## config.mk

```make
export PLATFORM = sky130hd
export DESIGN_NAME = iprs_priority_reg
export DESIGN_NICKNAME = d
export VERILOG_FILES = /design/src/rtl/iprs_priority_reg.v
export VERILOG_INCLUDE_DIRS = /design/src /design/src/rtl
export SDC_FILE = /design/constraint.sdc
export NUM_CORES = 1
export LEC_CHECK = 0
export ABC_AREA = 1
export BUFFER_PORTS_ARGS = -buffer_cell sky130_fd_sc_hd__buf_2
export CAP_MARGIN = 20
export CORE_ASPECT_RATIO = 0.6
export CORE_MARGIN = 1
export CORE_UTILIZATION = 42
export DETAILED_ROUTE_END_ITERATION = 10
export PLACE_DENSITY = 0.72
export SLEW_MARGIN = 20
export SYNTH_ARGS = -nofsm -noshare
export SYNTH_HDL_FRONTEND = slang
export SYNTH_SLANG_ARGS = --single-unit
```

## constraint.sdc

```tcl
create_clock -name clk_sys -period 1.3 [get_ports clk_sys]
set_clock_uncertainty 0.15 [all_clocks]
set_input_delay 0.26 -clock clk_sys [delete_from_list [all_inputs] [get_ports clk_sys]]
set_output_delay 0.26 -clock clk_sys [all_outputs]
set_load 0.01 [all_outputs]
```

## src/rtl/iprs_defs.vh

```
// constants for the interrupt priority select register
`ifndef IPRS_DEFS_VH
`define IPRS_DEFS_VH
`define IPRS_SFR_ADDR        8'hB8
`define IPRS_RESET_VAL       8'h80
`define IPRS_PRIO_RESET      7'h00
`define IPRS_WR_MASK         8'h7F
`define IPRS_BIT_UNUSED      3'h7
`define IPRS_BIT_SPI         3'h6
`define IPRS_BIT_T2          3'h5
`define IPRS_BIT_UART        3'h4
`define IPRS_BIT_T1          3'h3
`define IPRS_BIT_X1          3'h2
`define IPRS_BIT_T0          3'h1
`define IPRS_BIT_X0          3'h0
`define IPRS_NUM_SRC         7
`endif

```

## src/rtl/iprs_priority_reg.v

```verilog
// interrupt priority select register with priority arbitration helper
`timescale 1ns/100ps
// Summary of operation
// - register sits at sfr address B8h; byte and single-bit writes supported
// - bit 7 always reads one; writes to it are ignored
// - bit 6 sets serial peripheral port priority, 1 means high
// - bit 5 sets timer 2 priority, 1 means high
// - bit 4 sets asynchronous serial port priority, 1 means high
// - bit 3 sets timer 1 priority, 1 means high
// - bit 2 sets external interrupt 1 priority, 1 means high
// - bit 1 sets timer 0 priority, 1 means high
// - bit 0 sets external interrupt 0 priority, 1 means high
`include "iprs_defs.vh"

module iprs_priority_reg
(
    input  wire       clk_sys,
    input  wire       rstn,
    input  wire [7:0] sfr_addr,
    input  wire       sfr_wr,
    input  wire       sfr_bit_wr,
    input  wire [2:0] sfr_bit_sel,
    input  wire       sfr_bit_val,
    input  wire [7:0] sfr_wdata,
    input  wire       sfr_rd,
    input  wire [6:0] irq_pending,
    input  wire       in_low_handler,
    input  wire       in_high_handler,
    output reg  [7:0] sfr_rdata,
    output reg        sfr_rvalid,
    output reg  [6:0] src_priority,
    output reg        high_req,
    output reg        low_req,
    output reg        take_irq
);

    //**************************************************
    // local helpers
    //**************************************************

    // one address decode shared by write, bit-write and read paths
    function addr_match;
        input [7:0] addr;
        begin
            addr_match = (addr == `IPRS_SFR_ADDR);
        end
    endfunction

    // merge one written bit into the stored priority word
    function [6:0] merge_bit;
        input [6:0] cur;
        input [2:0] sel;
        input       val;
        begin
            merge_bit = cur;
            // bit 7 has no storage, so its writes fall away here
            if (sel != `IPRS_BIT_UNUSED)
                merge_bit[sel] = val;
        end
    endfunction

    // true when any pending source sits at the asked level
    function any_at_level;
        input [6:0] pend;
        input [6:0] prio;
        input       level;
        begin
            if (level)
                any_at_level = |(pend & prio);
            else
                any_at_level = |(pend & ~prio);
        end
    endfunction

    //**************************************************
    // register storage
    //**************************************************
    reg  [6:0] prio_q;
    reg  [6:0] prio_d;
    wire       hit;
    wire       byte_wr_hit;
    wire       bit_wr_hit;
    wire       rd_hit;
    wire       hi_any;
    wire       lo_any;
    wire       take_d;

    // named views of the stored bits
    wire       serial_port_priority_bit;
    wire       timer2_priority_bit;
    wire       async_serial0_priority_bit;
    wire       timer1_priority_bit;
    wire       ext_int1_priority_bit;
    wire       timer0_priority_bit;
    wire       ext_int0_priority_bit;

    //**************************************************
    // access decode
    //**************************************************

    assign hit         = addr_match(sfr_addr);

    assign byte_wr_hit = hit && sfr_wr;

    assign bit_wr_hit  = hit && sfr_bit_wr;

    // read strobe, registered below
    assign rd_hit      = hit && sfr_rd;

    //**************************************************
    // priority word update
    //**************************************************

    // byte write wins over a bit write in the same cycle
    always @*
    begin
        prio_d = prio_q;
        if (byte_wr_hit)
        begin
            // bit 7 of the written byte is dropped
            prio_d = sfr_wdata[6:0];
        end
        else if (bit_wr_hit)
        begin
            prio_d = merge_bit(prio_q, sfr_bit_sel, sfr_bit_val);
        end
    end

    always @(posedge clk_sys or negedge rstn)
    begin
        if (!rstn)
            prio_q <= `IPRS_PRIO_RESET;
        else
            prio_q <= prio_d;
    end

    //**************************************************
    // per-source priority bits
    //**************************************************

    assign serial_port_priority_bit   = prio_q[`IPRS_BIT_SPI];

    assign timer2_priority_bit        = prio_q[`IPRS_BIT_T2];

    assign async_serial0_priority_bit = prio_q[`IPRS_BIT_UART];

    assign timer1_priority_bit        = prio_q[`IPRS_BIT_T1];

    assign ext_int1_priority_bit      = prio_q[`IPRS_BIT_X1];

    assign timer0_priority_bit        = prio_q[`IPRS_BIT_T0];

    assign ext_int0_priority_bit      = prio_q[`IPRS_BIT_X0];

    //**************************************************
    // arbitration helper
    //**************************************************

    assign hi_any = any_at_level(irq_pending, prio_q, 1'b1);
    assign lo_any = any_at_level(irq_pending, prio_q, 1'b0);

    // low cannot interrupt any handler; high only interrupts a low one
    assign take_d = (hi_any && !in_high_handler) ||
                    (lo_any && !in_high_handler && !in_low_handler);

    //**************************************************
    // read path
    //**************************************************

    // read data holds until the next read, so the core may sample late
    always @(posedge clk_sys or negedge rstn)
    begin
        if (!rstn)
        begin
            sfr_rdata <= `IPRS_RESET_VAL;
        end
        else if (rd_hit)
        begin
            sfr_rdata <= {1'b1,
                          serial_port_priority_bit,
                          timer2_priority_bit,
                          async_serial0_priority_bit,
                          timer1_priority_bit,
                          ext_int1_priority_bit,
                          timer0_priority_bit,
                          ext_int0_priority_bit};
        end
    end

    // one-cycle read strobe
    always @(posedge clk_sys or negedge rstn)
    begin
        if (!rstn)
            sfr_rvalid <= 1'b0;
        else
            sfr_rvalid <= rd_hit;
    end

    //**************************************************
    // outputs to the core
    //**************************************************

    // per-source level
    // taken from the next value so it tracks the stored word exactly
    always @(posedge clk_sys or negedge rstn)
    begin
        if (!rstn)
            src_priority <= `IPRS_PRIO_RESET;
        else
            src_priority <= prio_d;
    end

    always @(posedge clk_sys or negedge rstn)
    begin
        if (!rstn)
        begin
            high_req <= 1'b0;
            low_req  <= 1'b0;
        end
        else
        begin
            high_req <= hi_any;
            low_req  <= lo_any;
        end
    end

    // permission to take an interrupt, one cycle behind its inputs
    always @(posedge clk_sys or negedge rstn)
    begin
        if (!rstn)
            take_irq <= 1'b0;
        else
            take_irq <= take_d;
    end

endmodule // iprs_priority_reg
```

==> results_dict.tcl, run 1 <==
set metrics [dict create \
    outcome "finished, violations left" \
    violations "DRC" \
    drive_above_1_share 0.300 \
    cts_root_buffer "clkbuf_8" \
    yosys_warnings 0 \
    clk_latency_ns 0.25 \
    r2r_cells 7 \
    dieWidth_um 70.7 \
    worst-path-stages 2 \
    wl_per_cell_um 10.5 \
    ir_drop_mv 0.414 \
    criticalPathCategory "flop to output pin" \
    clk_pin_slew_ns 0.07 \
    finalHoldViolations 0 \
    holdWs_ns 0.0994 \
    post-route-min-period_ns 1.30 \
    drt_iter0_drc 112 \
    synth_seq_cells 18 \
    start_kind "flop" \
    avgSynthCellArea_um2 6.46 \
    cts_buffers 3 \
    synth_fp_nets 218 \
    io_buffers 50 \
    tns_ns 0 \
    finalNonFillerCells 275 \
    cp_slowest_stage_delay_ns 0.40 \
    rsz0062_at_grt "yes" \
    numClockSinks 18 \
    worst-path-buf-inv 2 \
    drt_wl_total_mm 2.89 \
    endpoint_kind "output pin" \
    p_leak_nw 1.03 \
    cts_max_level 1 \
    clk_path_buf_depth 2 \
    cp.arrival_ns 0.89 \
    worstPathRequired_ns 0.89 \
    slowest_stage "dfrtp_1" \
    start_util 0.458 \
    worst_slack_ns 0.000687 \
    synthCells 184 \
    grt_max_degree 22 \
    max_freq_mhz 770 \
    powerDensity_nw_per_um2 724 \
    synth_ff_type "dfrtp_1" \
    crit_start "prio_q[6]" \
    die-area_um2 3050 \
    antenna_found_initial 0 \
    hp-class "input pin to flop" \
    async_reset_ff_frac 1.00 \
    area_growth_pct 36.0 \
    cpMostUsedCell "buf_6" \
    synth.top_cell.area_share 0.379 \
    post-place-cells 267 \
    synth.distinct_cells 18 \
    cp_top_family "flip-flops" \
    finalCritPeriodShare 0.999 \
    worstHoldStart "in_low_handler" \
    overflow 0 \
    avgViaCountPerCell 4.74 \
    nFillCells 242 \
    dpl_worst_slack_ns -0.127 \
    nets 278 \
    firstDrtPassIters 7 \
    gp_congestion 0.857 \
    path_cells "buf_6 -> buf_6" \
    synth_edf_count 0 \
    vias 1304 \
    grt_pass1_vias 1175 \
    setup-violations-final 0 \
    ant_nets 0 \
    die_h_um 43.2 \
    diodes 0 \
    hold_depth 3 \
    final-max-slew-violation-count 0 \
    worst-path-max-fanout 3 \
    synth.yosys.seq_area_share 0.379 \
    hpwl_mm 2.25 \
    yosys-top-cells-area "dfrtp_1, nand2_1, nand3_1, inv_1, o21ai_0" \
    final-seq-area_um2 453 \
    synth_common_cells "nand2_1, inv_1, dfrtp_1, nand3_1, nor2_1" \
    cts_tree "yes" \
    yosysMostFrequentCell "nand2_1" \
    rows 14 \
    multi_input_area_um2 623 \
    route.detailed.drc 4 \
    grt_pass1_wl_mm 5.09 \
    r2r-start "prio_q[5]" \
    syn_area_um2 1190 \
    grt_usage 0.218 \
    cap_violations 0 \
    core_area_um2 2590 \
    ioPinCount 53 \
    yosysTopAreaCell "dfrtp_1" \
]
[flip-flops by register name (all words and copies together), names as in the netlist]
signal / cells
prio_q: 7
sfr_rvalid: 1
high_req: 1
low_req: 1
sfr_rdata: 7
take_irq: 1
[metrics by stage]
step / area (um^2) / power (W) / utilization
finish: 1620 / 0.00117 / 0.624
global route: 1620 / 0.00123 / 0.624
CTS: 1600 / 0.00118 / 0.615
detailed placement: 1510 / 0.000723 / 0.581
global placement: 1510 / 0.000721 / 0.581
floorplan: 1190 / 0.000644 / -
[routing by layer]
metal	vias up	GRT usage	wire length [um]
met5	-	0	0
met4	0	0.0480	17
met3	2	0.0499	144
met2	37	0.315	1180
met1	579	0.328	1550
li1	686	-	-
[area by class of cell]
class,count,share of cell area
Multi-Input combinational cell,138,0.385
Sequential cell,18,0.280
Timing Repair Buffer,59,0.218
Inverter,24,0.0573
Clock buffer,4,0.0341
Tap cell,32,0.0248
[path summary, 6_finish.rpt]
path | end | slack, ns
worst max-delay path | src_priority[6] | 0.0007
worst min-delay path | take_irq | 0.1
worst max register to register | take_irq | 0.09
worst min register to register | sfr_rdata[6] | 0.34
max in group asynchronous | prio_q[4] | 0.38
min in group asynchronous | prio_q[0] | 0.31
[power breakdown]
group          leakage (nW)  total, W  internal, W  switching (W)
Combinational         0.764  0.000153    0.0000635      0.0000895
Sequential            0.242  0.000564     0.000563     0.00000136
Clock                0.0288  0.000453     0.000269       0.000184
[cell families (layout without fill, tap and decap cells)]
logic type / after synthesis / in the layout / synth area share
other cells: 1 / 1 / 0.00315
simple gates: 119 / 119 / 0.445
flops: 18 / 18 / 0.379
buf+inv: 28 / 87 / 0.0968
compound gates: 18 / 18 / 0.0758
[placed cells by master (no fill, tap or decap), drive strengths merged]
| master | instances |
|---|---|
| and3 | 1 |
| buf | 58 |
| clkbuf | 4 |
| a21oi | 8 |
| nand3b | 2 |
| dfrtp | 18 |
| conb | 1 |
| dlygate4sd3 | 1 |
| inv | 24 |
| nand3 | 18 |
| o21ai | 10 |
| nand2 | 83 |
| nor2 | 15 |
[worst min-delay path, delay by kind of cell]
family,cells,cell delay (ns)
and+or+nand+nor,2,0.14
buffers and inverters,1,0.07
[repair_timing]
| action | in CTS | in global routing |
|---|---|---|
| hold buffers | 1 | 0 |
| hold endpoints to repair | 18 | 0 |
| setup endpoints to repair | 2 | 4 |
| buffers inserted | 2 | 3 |
| gates cloned | 0 | 0 |
| resized for setup | 3 | 5 |
| pin swaps | 0 | 3 |
(Power assumes the default switching activity.)
==> run 2: changes to the inputs <==
ABC_AREA = 0   (was 1)
PLACE_DENSITY = 0.75   (was 0.72)
==> run 2 against run 1 <==
Power increased by 14%. Sequential share of layout area decreased by 0.37 points. Synthesized cell count decreased by 50%. Area after synthesis decreased by 14%. Largest power group unchanged. Die area decreased by 14%. Register-to-register slack got worse by 0.22 ns. Highest routed layer unchanged. The flow finishes with violations (setup timing).
==> results_dict.tcl, run 2 <==
set metrics [dict create \
    reg2reg_setup_slack_ns -0.13 \
    nets 202 \
    avgViaCountPerCell 5.44 \
    dieWidth_um 65.5 \
    yosysTopAreaCell "dfrtp_1" \
    async_reset_ff_frac 1.00 \
    avgSynthCellArea_um2 11.1 \
    wl_met1_mm 1.33 \
    cts_buffers 3 \
    cts_max_level 1 \
    yosys_warnings 0 \
    numClockSinks 18 \
    criticalPathCategory "flop to flop" \
    clk_pin_slew_ns 0.07 \
    tns_ns -0.453 \
    postLayoutCellArea_um2 1630 \
    dr_wl_met2_mm 1.38 \
    endpoint_kind "flop" \
    outcome "finished, violations left" \
    power_w 0.00133 \
    overflow 0 \
    clk_latency_ns 0.25 \
    worstHoldStart "in_high_handler" \
    worst-path-max-fanout 3 \
    final-seq-area_um2 450 \
    synth_common_cells "dfrtp_1, mux2_4, nor2_1" \
    drt_wl_total_mm 2.91 \
    violations "setup timing" \
    nFillCells 171 \
    synth.yosys.seq_area_share 0.443 \
    setup-violations-final 12 \
    ant_nets 0 \
    layout_commonest_cell "buf_2" \
    drive_above_1_share 0.563 \
    io_buffers 50 \
    grt_pass1_vias 916 \
    cp_slowest_stage_delay_ns 0.40 \
    firstDrtPassIters 4 \
    synth_ff_type "dfrtp_1" \
    hold_depth 2 \
    ioPinCount 53 \
    r2r-start "prio_q[4]" \
    grt_pass1_wl_mm 4.20 \
    cp.arrival_ns 1.43 \
    wl_per_cell_um 14.8 \
    grt_usage 0.226 \
    max_freq_mhz 698 \
    regToRegEndpoint "take_irq" \
    finalHoldViolations 0 \
    hpwl_mm 2.12 \
    diodes 0 \
    synth_seq_cells 18 \
    post-route-util 0.731 \
    highest_layer "met4" \
    worstPathRequired_ns 1.29 \
    p_leak_nw 0.855 \
    r2r_cells 4 \
    post-route-min-period_ns 1.43 \
    start_kind "flop" \
    layout_common_cells "buf_2, dfrtp_1, buf_4" \
    synth.distinct_cells 38 \
    min_delay_worst_endpoint "take_irq" \
    path_cells "nor2b_2 -> a2111oi_4 -> a41oi_1 -> o21ba_1" \
    rows 13 \
    yosysMostFrequentCell "dfrtp_1" \
    clk_path_buf_depth 2 \
    gp_congestion 0.772 \
    core_area_um2 2230 \
    cts_tree "yes" \
    grt_max_degree 19 \
    synth_fp_nets 126 \
    synthCells 92 \
    top_regs "prio_q (7), sfr_rdata (7)" \
    hp-class "input pin to flop" \
    multi_input_area_um2 559 \
    synth.top_cell.area_share 0.443 \
    vias 1072 \
    cts_root_buffer "clkbuf_8" \
    final-max-slew-violation-count 0 \
    placed_area_um2 1410 \
    drt_iter0_drc 35 \
    route.detailed.drc 0 \
    die-area_um2 2630 \
    cap_violations 0 \
    syn_area_um2 1020 \
    area_growth_pct 60.1 \
    powerDensity_nw_per_um2 819 \
    finalCritPeriodShare 1.10 \
    ir_drop_mv 0.617 \
    antenna_found_initial 0 \
    slowest_stage "dfrtp_1" \
    rsz0062_at_grt "yes" \
    start_util 0.456 \
    worst_slack_ns -0.133 \
    dpl_worst_slack_ns -0.260 \
    wl_met3_um 184 \
    yosys-top-cells-area "dfrtp_1, mux2_4, a21oi_1, nand2b_1, nor2_1" \
    die_h_um 40.1 \
    synth_edf_count 0 \
]
==> run 2: cell count changes in the layout (fill, tap and decap cells not counted), sizes merged, moves of 4 or more <==
cell    before  now
nor2        15    6
nand2       83    3
buf         58   73
nand2b       0    4
inv         24    4
o21ai       10    4
mux2         0    7
nand3       18    3
==> run 2: what timing repair did <==
item,CTS,global route
endpoints found under the setup margin,7,19
hold buffers,1,0
setup buffers,3,4
pin swaps,2,6
gates resized for setup,10,10
endpoints found under the hold margin,18,0
==> run 2: stage by stage <==
stage          instances  hold WS (ns)
6_report             197        0.0946
2_1_floorplan         92        -0.186
3_3_place_gp         185        0.0452
4_1_cts              193        0.0944
3_5_place_dp         185        0.0603
5_1_grt              197        0.0946
==> run 2: area by class of cell <==
class | count | share of cell area
sequential | 18 | 0.276
tap | 30 | 0.0230
timing repair buffer | 74 | 0.314
clock buffer | 4 | 0.0338
multi-input combinational | 67 | 0.343
inverter | 4 | 0.00922
==> run 2: worst max path at each step <==
stage / startpoint / endpoint / cells past startpoint
global placement: sfr_addr[6] / sfr_rdata[3] / 5
CTS: prio_q[2] / src_priority[2] / 3
finish: prio_q[4] / take_irq / 4
detailed placement: sfr_addr[6] / sfr_rdata[0] / 5
global route: prio_q[4] / take_irq / 4
floorplan: sfr_addr[6] / sfr_rdata[0] / 5
==> run 2: where the power goes <==
group	internal [W]	leakage, nW	switching, W
clock network	0.000269	0.0288	0.000180
logic	0.000157	0.591	0.000132
registers	0.000582	0.235	0.0000146
==> run 2: kinds of logic (layout without fill, tap and decap cells) <==
kind of cell | count (synthesis) | count (layout) | synth area share
AO/OA/AOI/OAI | 27 | 27 | 0.188
buffers and inverters | 7 | 82 | 0.0418
flip-flops | 18 | 18 | 0.443
multiplexers | 7 | 7 | 0.103
other | 1 | 1 | 0.00369
AND/OR/NAND/NOR | 32 | 32 | 0.220
==> run 2: metal layers <==
metal / GRT usage / vias up
met4: 0.0435 / 0
met1: 0.295 / 533
met3: 0.0852 / 4
met5: 0 / -
li1: - / 498
met2: 0.366 / 37
==> run 2: critical path, delay by kind of cell (launching register included) <==
kind            cells  cell delay [ns]
compound gates      3             0.71
flops               1             0.40
simple gates        1             0.07
==> run 3: changes to the inputs <==
ABC_AREA = default   (was 0)
CELL_PAD_IN_SITES_DETAIL_PLACEMENT = 2   (was default)
CELL_PAD_IN_SITES_GLOBAL_PLACEMENT = 2   (was default)
CORE_UTILIZATION = 25   (was 42)
PLACE_DENSITY = default   (was 0.75)
PLACE_DENSITY_LB_ADDON = 0.1   (was default)
SLEW_MARGIN = 15   (was 20)
==> run 3 against run 2 <==
The run ends with DRC, setup timing left. Sequential share of layout area shrank 3.6 points. Via count grew 3.2%. Highest routed layer unchanged. Clock-buffer cell count shrank 1. Non-clock buffer count grew 13. Flip-flop and latch count is the same. Largest cell class unchanged.
==> results_dict.tcl, run 3 (synthesized netlist as in run 2, its figures left out) <==
set metrics [dict create \
    endpoint_kind "output pin" \
    clk_latency_ns 0.25 \
    numClockSinks 18 \
    dieWidth_um 84.4 \
    rows 17 \
    io_buffers 50 \
    slowest_stage "dfrtp_1" \
    finalHoldViolations 0 \
    avgViaCountPerCell 4.89 \
    holdWs_ns 0.0951 \
    postLayoutCellArea_um2 1870 \
    criticalPathCategory "flop to output pin" \
    outcome "finished, violations left" \
    drt_wl_total_mm 4.36 \
    post-route-min-period_ns 1.45 \
    drt_iter0_drc 41 \
    tns_ns -0.930 \
    cp_slowest_stage_delay_ns 0.42 \
    gp_congestion 0.742 \
    grt_max_degree 19 \
    cts_buffers 3 \
    cpMostUsedCell "buf_6" \
    p_leak_nw 0.955 \
    cts_tree "yes" \
    overflow 0 \
    drive_above_1_share 0.670 \
    worst-path-buf-inv 3 \
    placed_area_um2 1450 \
    power_w 0.00135 \
    wl_per_cell_um 19.3 \
    route.detailed.drc 5 \
    max_freq_mhz 688 \
    setup-violations-final 18 \
    grt_pass1_wl_mm 6.65 \
    hpwl_mm 2.87 \
    cap_violations 0 \
    ioPinCount 53 \
    start_util 0.269 \
    core_area_um2 3790 \
    ant_nets 0 \
    cp_top_family "flip-flops" \
    final-seq-area_um2 450 \
    cp.arrival_ns 1.04 \
    violations "DRC, setup timing" \
    layout_common_cells "buf_2, buf_4, dfrtp_1" \
    post-place-cells 205 \
    final-max-slew-violation-count 0 \
    cts_root_buffer "clkbuf_8" \
    path_cells "buf_6 -> buf_6 -> buf_6" \
    firstDrtPassIters 7 \
    grt_usage 0.209 \
    die_h_um 51.4 \
    powerDensity_nw_per_um2 720 \
    diodes 0 \
    cts_max_level 1 \
    clk_path_buf_depth 2 \
    worst-path-max-fanout 3 \
    area_growth_pct 84.1 \
    ir_drop_mv 0.433 \
    finalCritPeriodShare 1.12 \
    layout_commonest_cell "buf_2" \
    finalNonFillerCells 226 \
    hp-class "input pin to flop" \
    nets 215 \
    worst_slack_ns -0.153 \
    worstPathRequired_ns 0.89 \
    vias 1106 \
    rsz0062_at_grt "yes" \
    antenna_found_initial 0 \
    nFillCells 410 \
    top_regs "prio_q (7), sfr_rdata (7)" \
    clk_pin_slew_ns 0.07 \
    grt_pass1_vias 1188 \
    die-area_um2 4340 \
    start_kind "flop" \
    multi_input_area_um2 671 \
]
[run 3: cell types whose count changed in the layout (fill, tap and decap cells not counted), sizes merged]
cell / delta
buf: +13
clkbuf: -1
[run 3: final timing paths]
path	end	start	slack [ns]	cells past startpoint
max in group asynchronous	prio_q[6]	rstn	0.37	2
min in group asynchronous	prio_q[4]	rstn	0.32	2
worst min-delay path	take_irq	in_high_handler	0.1	2
worst max-delay path	src_priority[2]	prio_q[2]	-0.15	3
worst max register to register	take_irq	prio_q[4]	-0.15	4
worst min register to register	sfr_rdata[6]	sfr_rdata[6]	0.36	1
[run 3: per-layer routing]
layer / part of all wire / GRT usage / vias to the layer above
met5: 0 / 0 / -
met4: 0.0080 / 0.0367 / 0
met3: 0.036 / 0.0485 / 2
met2: 0.49 / 0.370 / 33
met1: 0.47 / 0.267 / 546
li1: - / - / 525
[run 3: area by class of cell]
cell class,count,share of cell area
Multi-Input combinational cell,67,0.358
Tap cell,47,0.0314
Timing Repair Buffer,87,0.340
Inverter,4,0.00802
Sequential cell,18,0.240
Clock buffer,3,0.0220
[run 3: report_power, final]
part	internal, W	switching, W
sequential	0.000582	0.0000162
combinational	0.000192	0.000166
clock	0.000206	0.000186
[run 3: metrics by stage]
stage | util | worst slack (ns)
after CTS | 0.462 | -0.134
after global routing | 0.495 | -0.188
after floorplan | - | -0.168
after detailed placement | 0.384 | -0.314
final | 0.495 | -0.153
after global placement | 0.384 | -0.286
[run 3: repair_timing]
item | 4_1_cts | 5_1_grt
hold buffers | 1 | 0
cloned | 0 | 0
buffers inserted | 13 | 4
hold endpoints to repair | 18 | 0
endpoints found under the setup margin | 19 | 23
pin swaps | 9 | 11
resized for setup | 29 | 17
